**src/rtl/bcc_pkg.sv**
```systemverilog
// shared types and constants of the bus command controller
package bcc_pkg;

   localparam int unsigned CLK_PERIOD_NS = 10;
   localparam int unsigned GRANT_MIN_NS  = 110;
   localparam int unsigned GRANT_MAX_NS  = 250;
   localparam int unsigned GRANT_MIN_CYC = (GRANT_MIN_NS + CLK_PERIOD_NS - 1) / CLK_PERIOD_NS;
   localparam int unsigned GRANT_MAX_CYC = GRANT_MAX_NS / CLK_PERIOD_NS;
   localparam int unsigned GRANT_CNT_W   = 5;

   localparam logic [2:0] ST_IRQ_ACK  = 3'h0;
   localparam logic [2:0] ST_IO_READ  = 3'h1;
   localparam logic [2:0] ST_IO_WRITE = 3'h2;
   localparam logic [2:0] ST_HALT     = 3'h3;
   localparam logic [2:0] ST_CODE     = 3'h4;
   localparam logic [2:0] ST_MEM_READ = 3'h5;
   localparam logic [2:0] ST_MEM_WR   = 3'h6;
   localparam logic [2:0] ST_PASSIVE  = 3'h7;

   localparam int unsigned CMD_W = 7;

   // active-high command set of one machine cycle
   typedef struct packed {
      logic irq_ack;
      logic io_read;
      logic io_write;
      logic early_io_write;
      logic mem_read;
      logic mem_write;
      logic early_mem_write;
   } bcc_cmd_type;

   localparam bcc_cmd_type CMD_NONE = '{default: 1'b0};

   typedef enum logic [1:0] {
      SEQ_IDLE = 2'b00,
      SEQ_ADDR = 2'b01,
      SEQ_DATA = 2'b10,
      SEQ_HOLD = 2'b11
   } bcc_seq_type;

   function automatic bcc_cmd_type bcc_decode(input logic [2:0] code);
      bcc_cmd_type c;
      c = CMD_NONE;
      case (code)
         ST_IRQ_ACK  : c.irq_ack = 1'b1;
         ST_IO_READ  : c.io_read = 1'b1;
         ST_IO_WRITE :
         begin
            c.io_write       = 1'b1;
            c.early_io_write = 1'b1;
         end
         ST_CODE, ST_MEM_READ : c.mem_read = 1'b1;
         ST_MEM_WR   :
         begin
            c.mem_write       = 1'b1;
            c.early_mem_write = 1'b1;
         end
         default : c = CMD_NONE;
      endcase
      return c;
   endfunction : bcc_decode

endpackage : bcc_pkg

```
**src/rtl/bcc_cmd_ctrl.sv**
```systemverilog
// bus command controller: status decode, command strobes, transceiver control
//
// Overview of operation
// - passive status keeps every command output high and inactive.
// - all commands and controls are timed from the single clock.
// - address strobe is active high; address is caught on its falling edge.
// - data transceiver enable is active high during a transfer.
// - direction is high for writes, low for reads.
// - commands are driven 110 to 250 ns after the grant goes low.
// - grant going inactive releases the command drivers at the next clock edge.
// - in io-bus mode the grant does not affect io commands.
// - command qualify low forces commands and transceiver enables inactive.
// - strap high selects io-bus mode, low system-bus mode; held static.
// - early io write strobe has read-command timing, active low.
// - early memory write strobe has read-command timing, active low.
// - memory write and io write strobes go low to store data.
// - memory read and io read strobes go low to fetch data.
// - interrupt acknowledge strobe goes low during acknowledge cycles.
// - system-bus mode: dual output is active-high cascade strobe in acknowledge.
// - status code decodes to the eight documented machine cycle kinds.
// - io-bus mode: io commands go at once, peripheral enable steers transceiver.
// - with command qualify low, commands stay driven high, not released.
module bcc_cmd_ctrl
   import bcc_pkg::*;
#(
   parameter int unsigned MIN_CYC = GRANT_MIN_CYC,
   parameter int unsigned MAX_CYC = GRANT_MAX_CYC
)
(
   input  wire logic       clock_i,
   input  wire logic       rstn_i,
   input  wire logic [2:0] cpu_status_code_i,
   input  wire logic       arbitration_grant_n_i,
   input  wire logic       command_qualify_i,
   input  wire logic       io_bus_select_i,
   output logic            irq_ack_n_o,
   output logic            io_read_n_o,
   output logic            io_write_n_o,
   output logic            early_io_write_n_o,
   output logic            mem_read_n_o,
   output logic            mem_write_n_o,
   output logic            early_mem_write_n_o,
   output logic            io_cmd_oe_o,
   output logic            mem_cmd_oe_o,
   output logic            address_strobe_o,
   output logic            data_xcvr_enable_o,
   output logic            xcvr_direction_o,
   output logic            cascade_or_peripheral_enable_o
);

   if (MIN_CYC + 1 > MAX_CYC)
   begin : g_bad_param
      $error("grant window parameters out of range");
   end

   ////////////////////////////////////////////////////////////////////////////
   // declarations

   bcc_cmd_type      dec_cmd;
   logic             dec_passive;
   logic             dec_write;
   logic             grant_ready;
   bcc_seq_type      seq_ff;
   bcc_seq_type      nxt_seq;
   bcc_cmd_type      cyc_cmd_ff;
   bcc_cmd_type      nxt_cyc_cmd;
   logic             cyc_write_ff;
   logic             nxt_cyc_write;
   logic             strap_ff;
   logic             strap_taken_ff;
   bcc_cmd_type      nxt_act;
   logic [CMD_W-1:0] cmd_n_ff;
   logic [CMD_W-1:0] nxt_cmd_n;
   logic             io_oe_ff;
   logic             mem_oe_ff;
   logic             ale_ff;
   logic             den_ff;
   logic             dtr_ff;
   logic             dual_ff;
   logic             nxt_io_cyc;
   logic             nxt_xfer;

   ////////////////////////////////////////////////////////////////////////////
   // status decode and grant delay

   bcc_status_decode u_decode
   (
      .status_i  (cpu_status_code_i),
      .cmd_o     (dec_cmd),
      .passive_o (dec_passive),
      .write_o   (dec_write)
   );

   bcc_grant_delay #(
      .MIN_CYC (MIN_CYC),
      .MAX_CYC (MAX_CYC),
      .CNT_W   (GRANT_CNT_W)
   ) u_grant
   (
      .clock_i   (clock_i),
      .rstn_i    (rstn_i),
      .grant_n_i (arbitration_grant_n_i),
      .ready_o   (grant_ready)
   );

   ////////////////////////////////////////////////////////////////////////////
   // mode strap, caught once after reset release

   always_ff @(posedge clock_i or negedge rstn_i)
   begin
      if (!rstn_i)
      begin
         strap_ff       <= 1'b0;
         strap_taken_ff <= 1'b0;
      end
      else if (!strap_taken_ff)
      begin
         strap_ff       <= io_bus_select_i;
         strap_taken_ff <= 1'b1;
      end
   end

   ////////////////////////////////////////////////////////////////////////////
   // machine cycle sequencer

   always_comb
   begin
      nxt_seq       = seq_ff;
      nxt_cyc_cmd   = cyc_cmd_ff;
      nxt_cyc_write = cyc_write_ff;
      case (seq_ff)
         SEQ_IDLE :
         begin
            if (!dec_passive)
            begin
               nxt_seq       = SEQ_ADDR;
               nxt_cyc_cmd   = dec_cmd;
               nxt_cyc_write = dec_write;
            end
         end
         SEQ_ADDR : nxt_seq = dec_passive ? SEQ_IDLE : SEQ_DATA;
         SEQ_DATA : nxt_seq = dec_passive ? SEQ_IDLE : SEQ_HOLD;
         SEQ_HOLD : nxt_seq = dec_passive ? SEQ_IDLE : SEQ_HOLD;
         default  : nxt_seq = SEQ_IDLE;
      endcase
      if (nxt_seq == SEQ_IDLE)
      begin
         nxt_cyc_cmd   = CMD_NONE;
         nxt_cyc_write = 1'b0;
      end
   end

   always_ff @(posedge clock_i or negedge rstn_i)
   begin
      if (!rstn_i)
      begin
         seq_ff       <= SEQ_IDLE;
         cyc_cmd_ff   <= CMD_NONE;
         cyc_write_ff <= 1'b0;
      end
      else
      begin
         seq_ff       <= nxt_seq;
         cyc_cmd_ff   <= nxt_cyc_cmd;
         cyc_write_ff <= nxt_cyc_write;
      end
   end

   ////////////////////////////////////////////////////////////////////////////
   // command phase decode

   always_comb
   begin
      nxt_act   = CMD_NONE;
      nxt_xfer  = (nxt_seq == SEQ_DATA) || (nxt_seq == SEQ_HOLD);
      nxt_io_cyc = nxt_cyc_cmd.irq_ack || nxt_cyc_cmd.io_read || nxt_cyc_cmd.io_write;
      if (nxt_xfer && command_qualify_i)
      begin
         nxt_act.irq_ack         = nxt_cyc_cmd.irq_ack;
         nxt_act.io_read         = nxt_cyc_cmd.io_read;
         nxt_act.mem_read        = nxt_cyc_cmd.mem_read;
         nxt_act.early_io_write  = nxt_cyc_cmd.early_io_write;
         nxt_act.early_mem_write = nxt_cyc_cmd.early_mem_write;
         if (nxt_seq == SEQ_HOLD)
         begin
            nxt_act.io_write  = nxt_cyc_cmd.io_write;
            nxt_act.mem_write = nxt_cyc_cmd.mem_write;
         end
      end
      nxt_cmd_n = ~nxt_act;
   end

   // strobes are driven high when inactive, never left floating
   for (genvar i = 0; i < CMD_W; i++)
   begin : g_cmd
      always_ff @(posedge clock_i or negedge rstn_i)
      begin
         if (!rstn_i)
            cmd_n_ff[i] <= 1'b1;
         else
            cmd_n_ff[i] <= nxt_cmd_n[i];
      end
   end

   assign {irq_ack_n_o, io_read_n_o, io_write_n_o, early_io_write_n_o,
           mem_read_n_o, mem_write_n_o, early_mem_write_n_o} = cmd_n_ff;

   ////////////////////////////////////////////////////////////////////////////
   // driver enables from arbitration

   always_ff @(posedge clock_i or negedge rstn_i)
   begin
      if (!rstn_i)
      begin
         mem_oe_ff <= 1'b0;
         io_oe_ff  <= 1'b0;
      end
      else
      begin
         mem_oe_ff <= grant_ready;
         io_oe_ff  <= strap_taken_ff && strap_ff ? 1'b1 : grant_ready;
      end
   end

   assign mem_cmd_oe_o = mem_oe_ff;
   assign io_cmd_oe_o  = io_oe_ff;

   ////////////////////////////////////////////////////////////////////////////
   // address strobe and transceiver controls

   always_ff @(posedge clock_i or negedge rstn_i)
   begin
      if (!rstn_i)
      begin
         ale_ff  <= 1'b0;
         den_ff  <= 1'b0;
         dtr_ff  <= 1'b1;
         dual_ff <= 1'b0;
      end
      else
      begin
         // one-cycle pulse, its fall latches the address
         ale_ff <= (nxt_seq == SEQ_ADDR);
         // system transceiver, not used for io cycles in io-bus mode
         den_ff <= nxt_xfer && command_qualify_i &&
                   !(strap_ff && nxt_io_cyc) &&
                   (nxt_cyc_cmd != CMD_NONE);
         // receive while any cycle other than a write runs, halt included
         dtr_ff <= (nxt_seq == SEQ_IDLE) || nxt_cyc_write;
         if (strap_ff)
            dual_ff <= !(nxt_xfer && command_qualify_i && nxt_io_cyc);
         else
            dual_ff <= (nxt_seq == SEQ_ADDR) && nxt_cyc_cmd.irq_ack;
      end
   end

   assign address_strobe_o               = ale_ff;
   assign data_xcvr_enable_o             = den_ff;
   assign xcvr_direction_o               = dtr_ff;
   assign cascade_or_peripheral_enable_o = dual_ff;

   // edge after the grant falls, one before the last, at which the drivers are still off
   localparam int EARLY_GAP = int'(MIN_CYC) - 1;
endmodule : bcc_cmd_ctrl

```
**src/rtl/bcc_status_decode.sv**
```systemverilog
// status code decoder of the bus command controller
module bcc_status_decode
   import bcc_pkg::*;
(
   input  wire logic [2:0]  status_i,
   output bcc_cmd_type      cmd_o,
   output logic             passive_o,
   output logic             write_o
);

   always_comb
   begin
      cmd_o     = bcc_decode(status_i);
      passive_o = (status_i == ST_PASSIVE);
      write_o   = (status_i == ST_IO_WRITE) || (status_i == ST_MEM_WR);
   end

endmodule : bcc_status_decode

```
**src/rtl/bcc_grant_delay.sv**
```systemverilog
// delays the arbitration grant before commands may be driven
module bcc_grant_delay
   import bcc_pkg::*;
#(
   parameter int unsigned MIN_CYC = GRANT_MIN_CYC,
   parameter int unsigned MAX_CYC = GRANT_MAX_CYC,
   parameter int unsigned CNT_W   = GRANT_CNT_W
)
(
   input  wire logic clock_i,
   input  wire logic rstn_i,
   input  wire logic grant_n_i,
   output logic      ready_o
);

   if (MIN_CYC < 1 || MIN_CYC + 1 > MAX_CYC || MIN_CYC >= (1 << CNT_W))
   begin : g_bad_param
      $error("grant delay parameters out of range");
   end

   localparam logic [CNT_W-1:0] CNT_TOP = CNT_W'(MIN_CYC);
   localparam logic [CNT_W-1:0] CNT_ONE = CNT_W'(1);

   logic [CNT_W-1:0] cnt_ff;

   // counts low cycles of the grant, saturates
   always_ff @(posedge clock_i or negedge rstn_i)
   begin
      if (!rstn_i)
         cnt_ff <= '0;
      else if (grant_n_i)
         cnt_ff <= '0;
      else if (cnt_ff != CNT_TOP)
         cnt_ff <= cnt_ff + CNT_ONE;
   end

   // withdrawn at once when the grant goes away
   assign ready_o = !grant_n_i && (cnt_ff == CNT_TOP);

endmodule : bcc_grant_delay

```
**config.mk**
```make
export PLATFORM = sky130hd
export DESIGN_NAME = bcc_cmd_ctrl
export DESIGN_NICKNAME = d
export VERILOG_FILES = /design/src/rtl/bcc_pkg.sv /design/src/rtl/bcc_cmd_ctrl.sv /design/src/rtl/bcc_status_decode.sv /design/src/rtl/bcc_grant_delay.sv
export SDC_FILE = /design/constraint.sdc
export NUM_CORES = 1
export LEC_CHECK = 0
export BUFFER_PORTS_ARGS = -buffer_cell sky130_fd_sc_hd__buf_2
export CORE_MARGIN = 3
export CORE_UTILIZATION = 55
export CTS_BUF_LIST = sky130_fd_sc_hd__clkbuf_2
export DETAILED_ROUTE_END_ITERATION = 16
export HOLD_SLACK_MARGIN = 0.05
export MAX_ROUTING_LAYER = met4
export PLACE_DENSITY_LB_ADDON = 0.08
export SYNTH_ARGS = -nofsm -noshare
export SYNTH_HDL_FRONTEND = slang
export SYNTH_HIERARCHICAL = 1
export SYNTH_SLANG_ARGS = --single-unit
```
**constraint.sdc**
```tcl
create_clock -name clock_i -period 1.62 [get_ports clock_i]
set_input_delay 0.081 -clock clock_i [delete_from_list [all_inputs] [get_ports clock_i]]
set_output_delay 0.081 -clock clock_i [all_outputs]
set_load 0.01 [all_outputs]
```
==> results by group, run 1 <==
Synthesis
  – Synth cell types: 32
  – FF+latch count, synth: 30
  – Syn avg cell area: 11.3 um2
  – Post-synth EDFFs: 0
  – Post-Syn Area: 0.00123 mm2
  – Net count after synthesis: 118
  – Ys Warns: 6
  – FFs w/ async S/R, synth: 100%
  – Main synth FF type: dfrtp_1
  – Seq/Total Area, Yosys: 62.0%
  – Cells after Synth: 109

GRT
  – Initial antenna violation count: 0
  – Met3 usage: 8.45%
  – Vias in the first global route: 810
  – Largest net degree at the start of global routing: 31
  – GRT overflow: 0
  – Met1 usage: 22.7%
  – Total routing usage reported by global routing: between 10% and 20%
  – Met2 usage: 27.3%
  – First-pass GRT wire length: 3570 um
  – Grt peak-use layer: met2

Clock tree
  – Resized cells post-CTS: 0
  – Clk sinks: 30
  – CTS Buf Count: 5
  – Clock root buffer: clkbuf_2
  – Max Buffers Root-to-Sink: 2
  – Worst-Skew Late Latency: 360 ps
  – CTS tree: done
  – Reg clk slew, reported paths: 140 ps
  – H-tree levels: 2

Timing
  – Max_slew headroom: roughly three fifths
  – Max Fclk: 672 MHz
  – Slew at the pin closest to its max-slew limit: between 600 and 700 ps
  – Final worst path period need: 1490 ps
  – Final Skew: 8.86 ps
  – Hold Fails Final Rpt: 0
  – Final setup fails: 0
  – Setup TNS: 0 ps
  – Max Slew Vio Count: 0
  – RSZ-0062 raised after global routing: no
  – Final period utilization: 91.9%

Detailed routing
  – Vias: 846
  – Routed WL per cell: ~12 um
  – DR iter-0 viols: 17
  – Post-DRT Antenna Nets: 0
  – Routed wire length: 2070 um
  – DR pass1 iterations: 3
  – # DRC: 0
  – Vias per cell: slightly above 5

Die
  – Core area: 0.00204 mm2
  – Die Area: ~0.0028 mm2
  – Die Y: 53.2 um
  – Die X: 53.2 um
  – Top Ports: 21
  – Rows: 16
  – Starting Density: between 60% and 70%

Cells and area
  – Util after Layout: 70.3%
  – Biggest regs: cyc_cmd_ff (7), u_grant/cnt_ff (5), seq_ff (2)
  – Reg with most FFs: cyc_cmd_ff
  – Largest register FFs: 7
  – Share of layout cells above drive strength 1: 30.2%
  – Final nets: around 150
  – Area Growth Syn to Fin: 16.9%
  – Final instance area: 0.00144 mm2
  – Ant diodes: 0

Power
  – Power Dens Cells: 911 mW/mm2
  – Max IR drop VDD: 0.650 mV
  – Tot Pwr: 0.00131 W
  – Leakage power: 0.675 nW

Worst hold path
  – Worst min-delay path category: in2reg
  – Min-Delay Endpoint: io_write_n_o
  – Hold Path Depth: 3
  – Hold_sp: command_qualify_i

Critical path
  – Worst r2r src: cyc_cmd_ff[3]
  – Reg2reg path depth: 3
  – Worst endpoint required time: 1880 ps
  – Critical Setup Path Class: in2reg
  – Worst R2R Setup Slack: 320 ps
  – Reg2Reg Capture Point: data_xcvr_enable_o
  – Worst-path fanout max: 13
  – WP data arrival: 1740 ps
  – Crit path capture type: register
  – Startpoint types: input port

Status
  – Status: completed

Placed design
  – Gpl congestion: approximately 0.76
  – Placed cell area: roughly 0.0013 mm2
  – IO Port Bufs: 20
  – Post-DP HPWL: 1440 um

Run
  – Max Cap Viol: 0
==> Yosys cell counts (all sizes together) (2+ instances only) <==
cell type	count	area share, %
nand2	21	6.4
dfrtp	22	45
a21oi	10	4.4
xor2	3	2.1
buf	4	2.5
mux2i	2	1.6
nor3b	2	2.0
inv	2	0.61
nor2	9	2.8
nand3	4	1.6
nand2b	2	1.0
nor2b	4	2.0
dfstp	8	17
==> repair_timing <==
item	in CTS	in global routing
hold buffers	7	0
buffers inserted	0	0
endpoints found under the hold margin	33	0
setup endpoints to repair	0	0
==> layout make-up <==
type	instances	area, um2
well taps	27	33.8
repair buffers	27	170
clock inverters	2	8.76
multi-input cells	72	424
fillers	169	607
clock buffers	6	30.0
flip-flops and latches	30	761
inverters	2	7.51
==> metal layers <==
layer,up-vias,wire [um]
li1,417,-
met1,397,941
met2,24,949
met3,8,129
met4,0,53
met5,-,0
==> cells in the final DEF (no fill, tap or decap), types with 2 or more instances in the layout <==
| cell | netlist | final |
|---|---|---|
| buf_2 | 1 | 20 |
| nor3b_2 | 2 | 2 |
| dlygate4sd3_1 | 0 | 7 |
| dfrtp_1 | 22 | 22 |
| nand2b_1 | 2 | 2 |
| nand2_1 | 21 | 21 |
| a21oi_1 | 9 | 9 |
| mux2i_1 | 2 | 2 |
| dfstp_2 | 8 | 8 |
| nand3_1 | 4 | 4 |
| nor2_1 | 9 | 9 |
| xor2_1 | 3 | 3 |
| inv_1 | 2 | 2 |
| clkbuf_2 | 0 | 6 |
| nor2b_1 | 4 | 4 |
==> logic make-up (layout without fill, tap and decap cells) <==
kind of cell	count (synthesis)	in the layout	share of synthesized area, %
AO/OA/AOI/OAI	13	13	6.52
XOR/XNOR	3	3	2.14
adder cells (fa/ha/maj)	1	1	1.02
buffers and inverters	7	37	3.46
flip-flops	30	30	62.0
multiplexers	3	3	2.55
other	1	1	0.306
AND/OR/NAND/NOR	51	51	22.0
==> metrics by stage <==
stage | hold WS [ps] | setup WS, ps | std cells
after global routing | 68.7 | 47.4 | 166
after detailed placement | 134 | 316 | 151
final | 82.9 | 132 | 166
after CTS | 66.6 | 170 | 166
after global placement | 129 | 379 | 151
after floorplan | -215 | 407 | 109
==> power breakdown <==
group	internal [W]	leakage, nW	switching [W]
clock	0.000106	0.0304	0.000241
sequential	0.000792	0.371	0.0000235
combinational	0.0000651	0.273	0.0000805
==> how the worst max path moves through the flow <==
stage	end	from	cells past startpoint
after floorplan	io_cmd_oe_o	u_grant/cnt_ff[0]	4
after global placement	cascade_or_peripheral_enable_o	cpu_status_code_i[2]	5
after detailed placement	cascade_or_peripheral_enable_o	cpu_status_code_i[2]	5
after CTS	cascade_or_peripheral_enable_o	cpu_status_code_i[2]	6
after global routing	cascade_or_peripheral_enable_o	cpu_status_code_i[2]	6
final	cascade_or_peripheral_enable_o	cpu_status_code_i[2]	6
==> worst max-delay path, stage by stage <==
cell and delay [ps]:
dlygate4sd3_1 540, buf_2 160, and3_1 330, nor2b_1 270, and2_1 280, a21oi_2 70
Note: power is estimated with default switching activity, not from simulation.
==> inputs of run 2 (changes only) <==
Settings changed: ABC_AREA from default to 1.
==> results by group, run 2 <==
Status
  – Status: completed (unchanged)

Synthesis
  – Cells after Synth: 135 (was 109)
  – Synth cell count leaders: 36 x nand2_1, 22 x dfrtp_1, 13 x nand3_1, 13 x nor2_1, 12 x inv_1 (was 22 x dfrtp_1, 21 x nand2_1, 9 x a21oi_1, 9 x nor2_1, 8 x dfstp_2)
  – Cell with the most instances after synthesis: nand2_1 (was dfrtp_1)
  – Post-synth EDFFs: 0 (unchanged)
  – FF+latch count, synth: 30 (unchanged)
  – Ys Warns: 6 (unchanged)
  – Seq/Total Area, Yosys: 59.5% (was 62.0%)
  – Main synth FF type: dfrtp_1 (unchanged)
  – Synth area leader: dfrtp_1 (unchanged)
  – Net count after synthesis: 144 (was 118)
  – FFs w/ async S/R, synth: 100% (unchanged)
  – Top cell type's share of synthesized area: 43.1% (was 44.9%)
  – Syn avg cell area: 9.46 um2 (was 11.3 um2)
  – Post-Syn Area: 0.00128 mm2 (was 0.00123 mm2)
  – Area contributors post-synth: dfrtp_1 43%, dfstp_2 16%, nand2_1 11% (was dfrtp_1 45%, dfstp_2 17%, nand2_1 6.4%)
  – Synth cell types: 21 (was 32)

Clock tree
  – CTS Buf Count: 5 (unchanged)
  – CTS tree: done (unchanged)
  – Clock root buffer: clkbuf_2 (unchanged)
  – Clk sinks: 30 (unchanged)
  – Worst-Skew Late Latency: 320 ps (was 360 ps)
  – Max Buffers Root-to-Sink: 2 (unchanged)
  – H-tree levels: 2 (unchanged)
  – # Post-CTS Setup Buffers: 0 (unchanged)
  – Reg clk slew, reported paths: 140 ps (about the same)

Critical path
  – Reg2reg path depth: 10 (was 3)
  – Reg2Reg Capture Point: data_xcvr_enable_o (unchanged)
  – Critical Setup Path Class: reg2reg (was in2reg)
  – CP startpoint: seq_ff[1] (was cpu_status_code_i[2])
  – Slowest stage cell, crit path: dfrtp_1 (was dlygate4sd3_1)
  – CP endpoint: data_xcvr_enable_o (was cascade_or_peripheral_enable_o)
  – Worst endpoint required time: 1860 ps (was 1880 ps)
  – Worst r2r src: seq_ff[1] (was cyc_cmd_ff[3])
  – Worst path buffer plus inverter count: 2 (unchanged)
  – CP Cell Sequence: inv_1, nand2_1, nor2_2, nand2_1, nand2_2, inv_1, nand2_2, nand2_1, nand2_1, nor2_2 (was dlygate4sd3_1, buf_2, and3_1, nor2b_1, and2_1, a21oi_2)
  – Max stage delay on crit path: 440 ps (was 540 ps)
  – Worst-path fanout max: 3 (was 13)
  – Startpoint types: register (was input port)
  – Critical path depth: 10 (was 6)
  – Most used cell, CP: nand2_1
  – WP data arrival: 1580 ps (was 1740 ps)
  – Crit-path leading delay family: simple AND/OR/NAND/NOR gates (unchanged)
  – Crit path capture type: register (unchanged)
  – Worst R2R Setup Slack: 270 ps (was 320 ps)

Cells and area
  – Biggest regs: cyc_cmd_ff (7), u_grant/cnt_ff (5), seq_ff (2) (unchanged)
  – Reg with most FFs: cyc_cmd_ff (unchanged)
  – Share of layout cells above drive strength 1: 34.9% (was 30.2%)
  – Ant diodes: 0 (unchanged)
  – Final nets: 174 (was 147)
  – Final instance area: 0.00148 mm2 (was 0.00144 mm2)
  – Sequential cell area: 761 um2 (unchanged)
  – Fill cells: 169 (unchanged)
  – Area Growth Syn to Fin: 15.9% (was 16.9%)
  – Final std cells w/o fill: 193 (was 166)
  – Util after Layout: 71.1% (was 70.3%)
  – Most common cell after layout, fill and taps aside: nand2_1 (was dfrtp_1)
  – Largest register FFs: 7 (unchanged)
  – Multi-input logic area: 447 um2 (was 424 um2)
  – Most frequent cells in the layout: 36 x nand2_1, 22 x dfrtp_1, 20 x buf_2 (was 22 x dfrtp_1, 21 x nand2_1, 20 x buf_2)

Placed design
  – Post-DP HPWL: 1640 um (was 1440 um)
  – IO Port Bufs: 20 (unchanged)
  – Dpl cells: 182 (was 151)
  – Placed cell area: 0.00141 mm2 (was 0.00133 mm2)
  – Gpl congestion: 0.812 (was 0.761)

Detailed routing
  – DR iter-0 viols: 20 (was 17)
  – Vias per cell: 4.82 (was 5.10)
  – Routed WL per cell: 11.1 um (was 12.5 um)
  – Routed wire length: 2130 um (was 2070 um)
  – Vias: 931 (was 846)
  – DR pass1 iterations: 4 (was 3)
  – Post-DRT Antenna Nets: 0 (unchanged)
  – # DRC: 0 (unchanged)

Power
  – Leakage power: 0.772 nW (was 0.675 nW)
  – Power Dens Cells: 870 mW/mm2 (was 911 mW/mm2)
  – Max IR drop VDD: 0.646 mV (was 0.650 mV)

Timing
  – Hold Fails Final Rpt: 0 (unchanged)
  – Max Slew Vio Count: 0 (unchanged)
  – Max_slew headroom: 58.2% (was 59.5%)
  – RSZ-0062 raised after global routing: no (unchanged)
  – Final period utilization: 83.1% (was 91.9%)
  – Final worst path period need: 1350 ps (was 1490 ps)
  – Final setup fails: 0 (unchanged)
  – Slew at the pin closest to its max-slew limit: 626 ps (was 607 ps)
  – Max Fclk: 743 MHz (was 672 MHz)
  – Final Skew: 18.9 ps (was 8.86 ps)
  – Setup TNS: 0 ps (unchanged)

Die
  – Rows: 16 (unchanged)
  – Die Area: 0.00294 mm2 (was 0.00283 mm2)
  – Top Ports: 21 (unchanged)
  – Core area: 0.00208 mm2 (was 0.00204 mm2)
  – Die Y: 54.2 um (was 53.2 um)
  – Starting Density: 61.4% (was 60.1%)
  – Die X: 54.2 um (was 53.2 um)

GRT
  – GRT overflow: 0 (unchanged)
  – Vias in the first global route: 881 (was 810)
  – First-pass GRT wire length: 3640 um (was 3570 um)
  – Total routing usage reported by global routing: 17.8% (was 19.1%)
  – Initial antenna violation count: 0 (unchanged)
  – Largest net degree at the start of global routing: 31 (unchanged)

Worst hold path
  – Worst min-delay path category: in2reg (unchanged)
  – Hold_sp: cpu_status_code_i[2] (was command_qualify_i)

Run
  – Max Cap Viol: 0 (unchanged)
==> run 2: changes by cell type after synthesis, sizes merged, moves of 3 or more <==
cell / change
a21oi: -9
inv: +12
nand2: +21
nand3: +11
nand4: +3
nor2: +12
nor2b: -4
xor2: -3
==> run 2: worst min-delay path by stage <==
stage,endpoint,slack (ps),cells past startpoint
floorplan,address_strobe_o,-210,0
global placement,cyc_cmd_ff[2],140,1
detailed placement,cyc_cmd_ff[3],140,1
CTS,cyc_cmd_ff[3],90,4
global route,cyc_cmd_ff[3],100,4
finish,cyc_cmd_ff[3],120,4
==> run 2: area by class of cell <==
cell class              instances  share of cell area (%)
repair buffers                 25                    9.81
flip-flops and latches         30                    51.4
inverters                      14                    3.72
multi-input cells              89                    30.2
clock inverters                 1                   0.254
well taps                      27                    2.28
clock buffers                   7                    2.37
==> run 2: timing repair <==
action                                 in CTS  in global routing
hold buffers                                3                  0
resized for setup                           0                  0
endpoints found under the hold margin      27                  0
==> run 2: per-layer routing <==
metal | vias to the layer above | global-route usage, % | share of wire [%]
met1 | 431 | 23.3 | 47
met3 | 2 | 5.82 | 4.5
li1 | 478 | - | -
met5 | - | - | 0
met4 | 0 | 6.22 | 0.56
met2 | 20 | 25.9 | 47
==> run 2: worst register-to-register path, stage by stage (launching register included) <==
cell and delay [ps]:
dfrtp_1 440, inv_1 90, nand2_1 110, nor2_2 150, nand2_1 110, nand2_2 90, inv_1 50, nand2_2 80
nand2_1 50, nand2_1 70, nor2_2 30
==> run 2: stage by stage <==
stage	hold slack [ps]	total power [W]	worst slack [ps]
2_1_floorplan	-215	0.000904	366
3_3_place_gp	136	0.000958	292
3_5_place_dp	139	0.000963	270
4_1_cts	87.2	0.00131	283
5_1_grt	97.6	0.00137	167
6_report	116	0.00129	274
==> run 2: cell families (layout without fill, tap and decap cells) <==
| kind of cell | Yosys count | count (layout) | synth area share (%) |
|---|---|---|---|
| AOI/OAI and AO/OA | 2 | 2 | 0.783 |
| other | 1 | 1 | 0.294 |
| adders and majority gates | 1 | 1 | 0.979 |
| DFF | 30 | 30 | 59.5 |
| and+or+nand+nor | 84 | 84 | 32.1 |
| muxes | 1 | 1 | 0.784 |
| buffers and inverters | 16 | 47 | 5.48 |
==> run 2: power by group <==
| group | switching, W | internal (W) |
|---|---|---|
| clock | 0.000219 | 0.000116 |
| sequential | 0.0000191 | 0.000788 |
| combinational | 0.0000915 | 0.0000542 |
| total | 0.000329 | 0.000958 |
==> inputs of run 3 (changes only) <==
Settings changed: ABC_AREA 1 to 0, CORE_UTILIZATION 55 to 51.
Clock period 1.62 ns to 1.12 ns, I/O delays scaled along.
==> results by group, run 3 (synthesis results as in run 1) <==
Status
  – Status: finished with violations (was completed)
  – Failing checks: setup timing

Timing
  – Max Slew Vio Count: 0 (unchanged)
  – Setup TNS: -386 ps (was 0 ps)
  – Final setup fails: 5 (was 0)
  – Final Skew: 16.2 ps (was 18.9 ps)
  – Final worst path period need: 1240 ps (was 1350 ps)
  – Setup ws final: -124 ps (was 274 ps)
  – Final period utilization: 111% (was 83.1%)
  – RSZ-0062 raised after global routing: yes (was no)
  – Hold Fails Final Rpt: 0 (unchanged)
  – Max Fclk: 804 MHz (was 743 MHz)

Die
  – Die Y: 55.1 um (was 54.2 um)
  – Rows: 17 (was 16)
  – Top Ports: 21 (unchanged)
  – Die X: 55.1 um (was 54.2 um)
  – Starting Density: 54.4% (was 61.4%)
  – Core area: 0.00225 mm2 (was 0.00208 mm2)
  – Die Area: 0.00303 mm2 (was 0.00294 mm2)

Detailed routing
  – Post-DRT Antenna Nets: 0 (unchanged)
  – Routed wire length: 2440 um (was 2130 um)
  – # DRC: 0 (unchanged)
  – Vias per cell: 4.91 (was 4.82)
  – DR pass1 iterations: 4 (unchanged)
  – Routed WL per cell: 12.8 um (was 11.1 um)
  – Vias: 938 (was 931)
  – DR iter-0 viols: 13 (was 20)

Critical path
  – Startpoint types: register (unchanged)
  – Crit path capture type: register (unchanged)
  – WP data arrival: 1480 ps (was 1580 ps)
  – Worst-path fanout max: 2 (was 3)
  – Critical Setup Path Class: reg2reg (unchanged)
  – Reg2reg path depth: 3 (was 10)
  – Worst endpoint required time: 1350 ps (was 1860 ps)
  – Worst R2R Setup Slack: -120 ps (was 270 ps)

Placed design
  – Gpl congestion: 0.778 (was 0.812)
  – Post-DP HPWL: 1800 um (was 1640 um)
  – IO Port Bufs: 20 (unchanged)

Cells and area
  – Reg with most FFs: cyc_cmd_ff (unchanged)
  – Most common cell after layout, fill and taps aside: dfrtp_1 (was nand2_1)
  – Largest register FFs: 7 (unchanged)
  – Ant diodes: 0 (unchanged)
  – Most frequent cells in the layout: 22 x dfrtp_1, 19 x nand2_1, 19 x buf_2 (was 36 x nand2_1, 22 x dfrtp_1, 20 x buf_2)
  – Fill cells: 166 (was 169)
  – Util after Layout: 75.9% (was 71.1%)
  – Biggest regs: cyc_cmd_ff (7), u_grant/cnt_ff (5), seq_ff (2) (unchanged)
  – Share of layout cells above drive strength 1: 49.1% (was 34.9%)
  – Area Growth Syn to Fin: 39.4% (was 15.9%)
  – Final nets: 171 (was 174)

Power
  – Tot Pwr: 0.00202 W (was 0.00129 W)
  – Power Dens Cells: 1180 mW/mm2 (was 870 mW/mm2)
  – Max IR drop VDD: 0.984 mV (was 0.646 mV)
  – Leakage power: 0.817 nW (was 0.772 nW)

Clock tree
  – Clock root buffer: clkbuf_2 (unchanged)
  – CTS Buf Count: 5 (unchanged)
  – Reg clk slew, reported paths: 140 ps (about the same)
  – Worst-Skew Late Latency: 360 ps (was 320 ps)
  – Clk sinks: 30 (unchanged)
  – CTS tree: done (unchanged)
  – H-tree levels: 2 (unchanged)
  – Max Buffers Root-to-Sink: 2 (unchanged)

Worst hold path
  – Worst min-delay path category: in2reg (unchanged)
  – Hold Path Depth: 4 (unchanged)

GRT
  – Initial antenna violation count: 0 (unchanged)
  – Largest net degree at the start of global routing: 18 (was 31)
  – Vias in the first global route: 907 (was 881)
  – GRT overflow: 0 (unchanged)
  – First-pass GRT wire length: 3950 um (was 3640 um)
  – Total routing usage reported by global routing: 20.2% (was 17.8%)

Run
  – Max Cap Viol: 0 (unchanged)
-- run 3: changes by cell type in the layout (fill, tap and decap cells not counted), sizes merged, moves of 2 or more --
| cell | change |
|---|---|
| nand4 | -3 |
| buf | +22 |
| nor2 | -12 |
| inv | -12 |
| xor2 | +3 |
| nor2b | +4 |
| a21oi | +9 |
| dlygate4sd3 | +4 |
| nand2b | +2 |
| nand3 | -11 |
| nand2 | -21 |
-- run 3: critical path: stages, from the launching register on --
cell and delay [ps]:
dfrtp_1 410, or4_4 550, nor2_4 120, a211oi_2 40
-- run 3: path summary, 6_finish.rpt --
| kind | start | to |
|---|---|---|
| worst max-delay path | cyc_cmd_ff[2] | data_xcvr_enable_o |
| worst max register to register | cyc_cmd_ff[2] | data_xcvr_enable_o |
| min in group asynchronous | rstn_i | u_grant/cnt_ff[0] |
| worst min-delay path | cpu_status_code_i[0] | xcvr_direction_o |
| worst min register to register | cyc_cmd_ff[6] | irq_ack_n_o |
| max in group asynchronous | rstn_i | early_mem_write_n_o |
-- run 3: cell type report --
| class | instances | area (um2) | area share [%] |
|---|---|---|---|
| Clock buffer | 8 | 40.0 | 2.34 |
| Inverter | 2 | 7.51 | 0.439 |
| Multi-Input combinational cell | 72 | 480 | 28.1 |
| Sequential cell | 30 | 761 | 44.4 |
| Tap cell | 28 | 35.0 | 2.05 |
| Timing Repair Buffer | 51 | 388 | 22.7 |
-- run 3: through the flow --
step	std cells	area [um2]	setup slack, ps	hold WS (ps)
6_report	191	1710	-124	95.3
4_1_cts	191	1650	-113	71.8
3_3_place_gp	174	1520	-40.5	-28.8
5_1_grt	191	1710	-151	106
3_5_place_dp	174	1520	-72.2	-19.1
2_1_floorplan	109	1240	-34.7	-240
-- run 3: metal layers --
metal	wire (um)	GRT usage, %	vias up
met1	988	23.0	447
li1	-	-	463
met2	1270	30.7	24
met3	141	7.24	4
met4	39	11.3	0
met5	0	-	-
-- run 3: report_power, final --
part           total, W  switching, W  internal [W]
sequential      0.00117     0.0000281       0.00114
clock          0.000522      0.000338      0.000184
combinational  0.000326      0.000155      0.000171
total           0.00202      0.000521       0.00150
-- run 3: what timing repair did --
item	in CTS	in global routing
gates cloned	1	0
resized for setup	6	15
pin swaps	1	8
hold buffers	7	0
setup endpoints to repair	15	14
buffers inserted	1	0
hold endpoints to repair	36	0
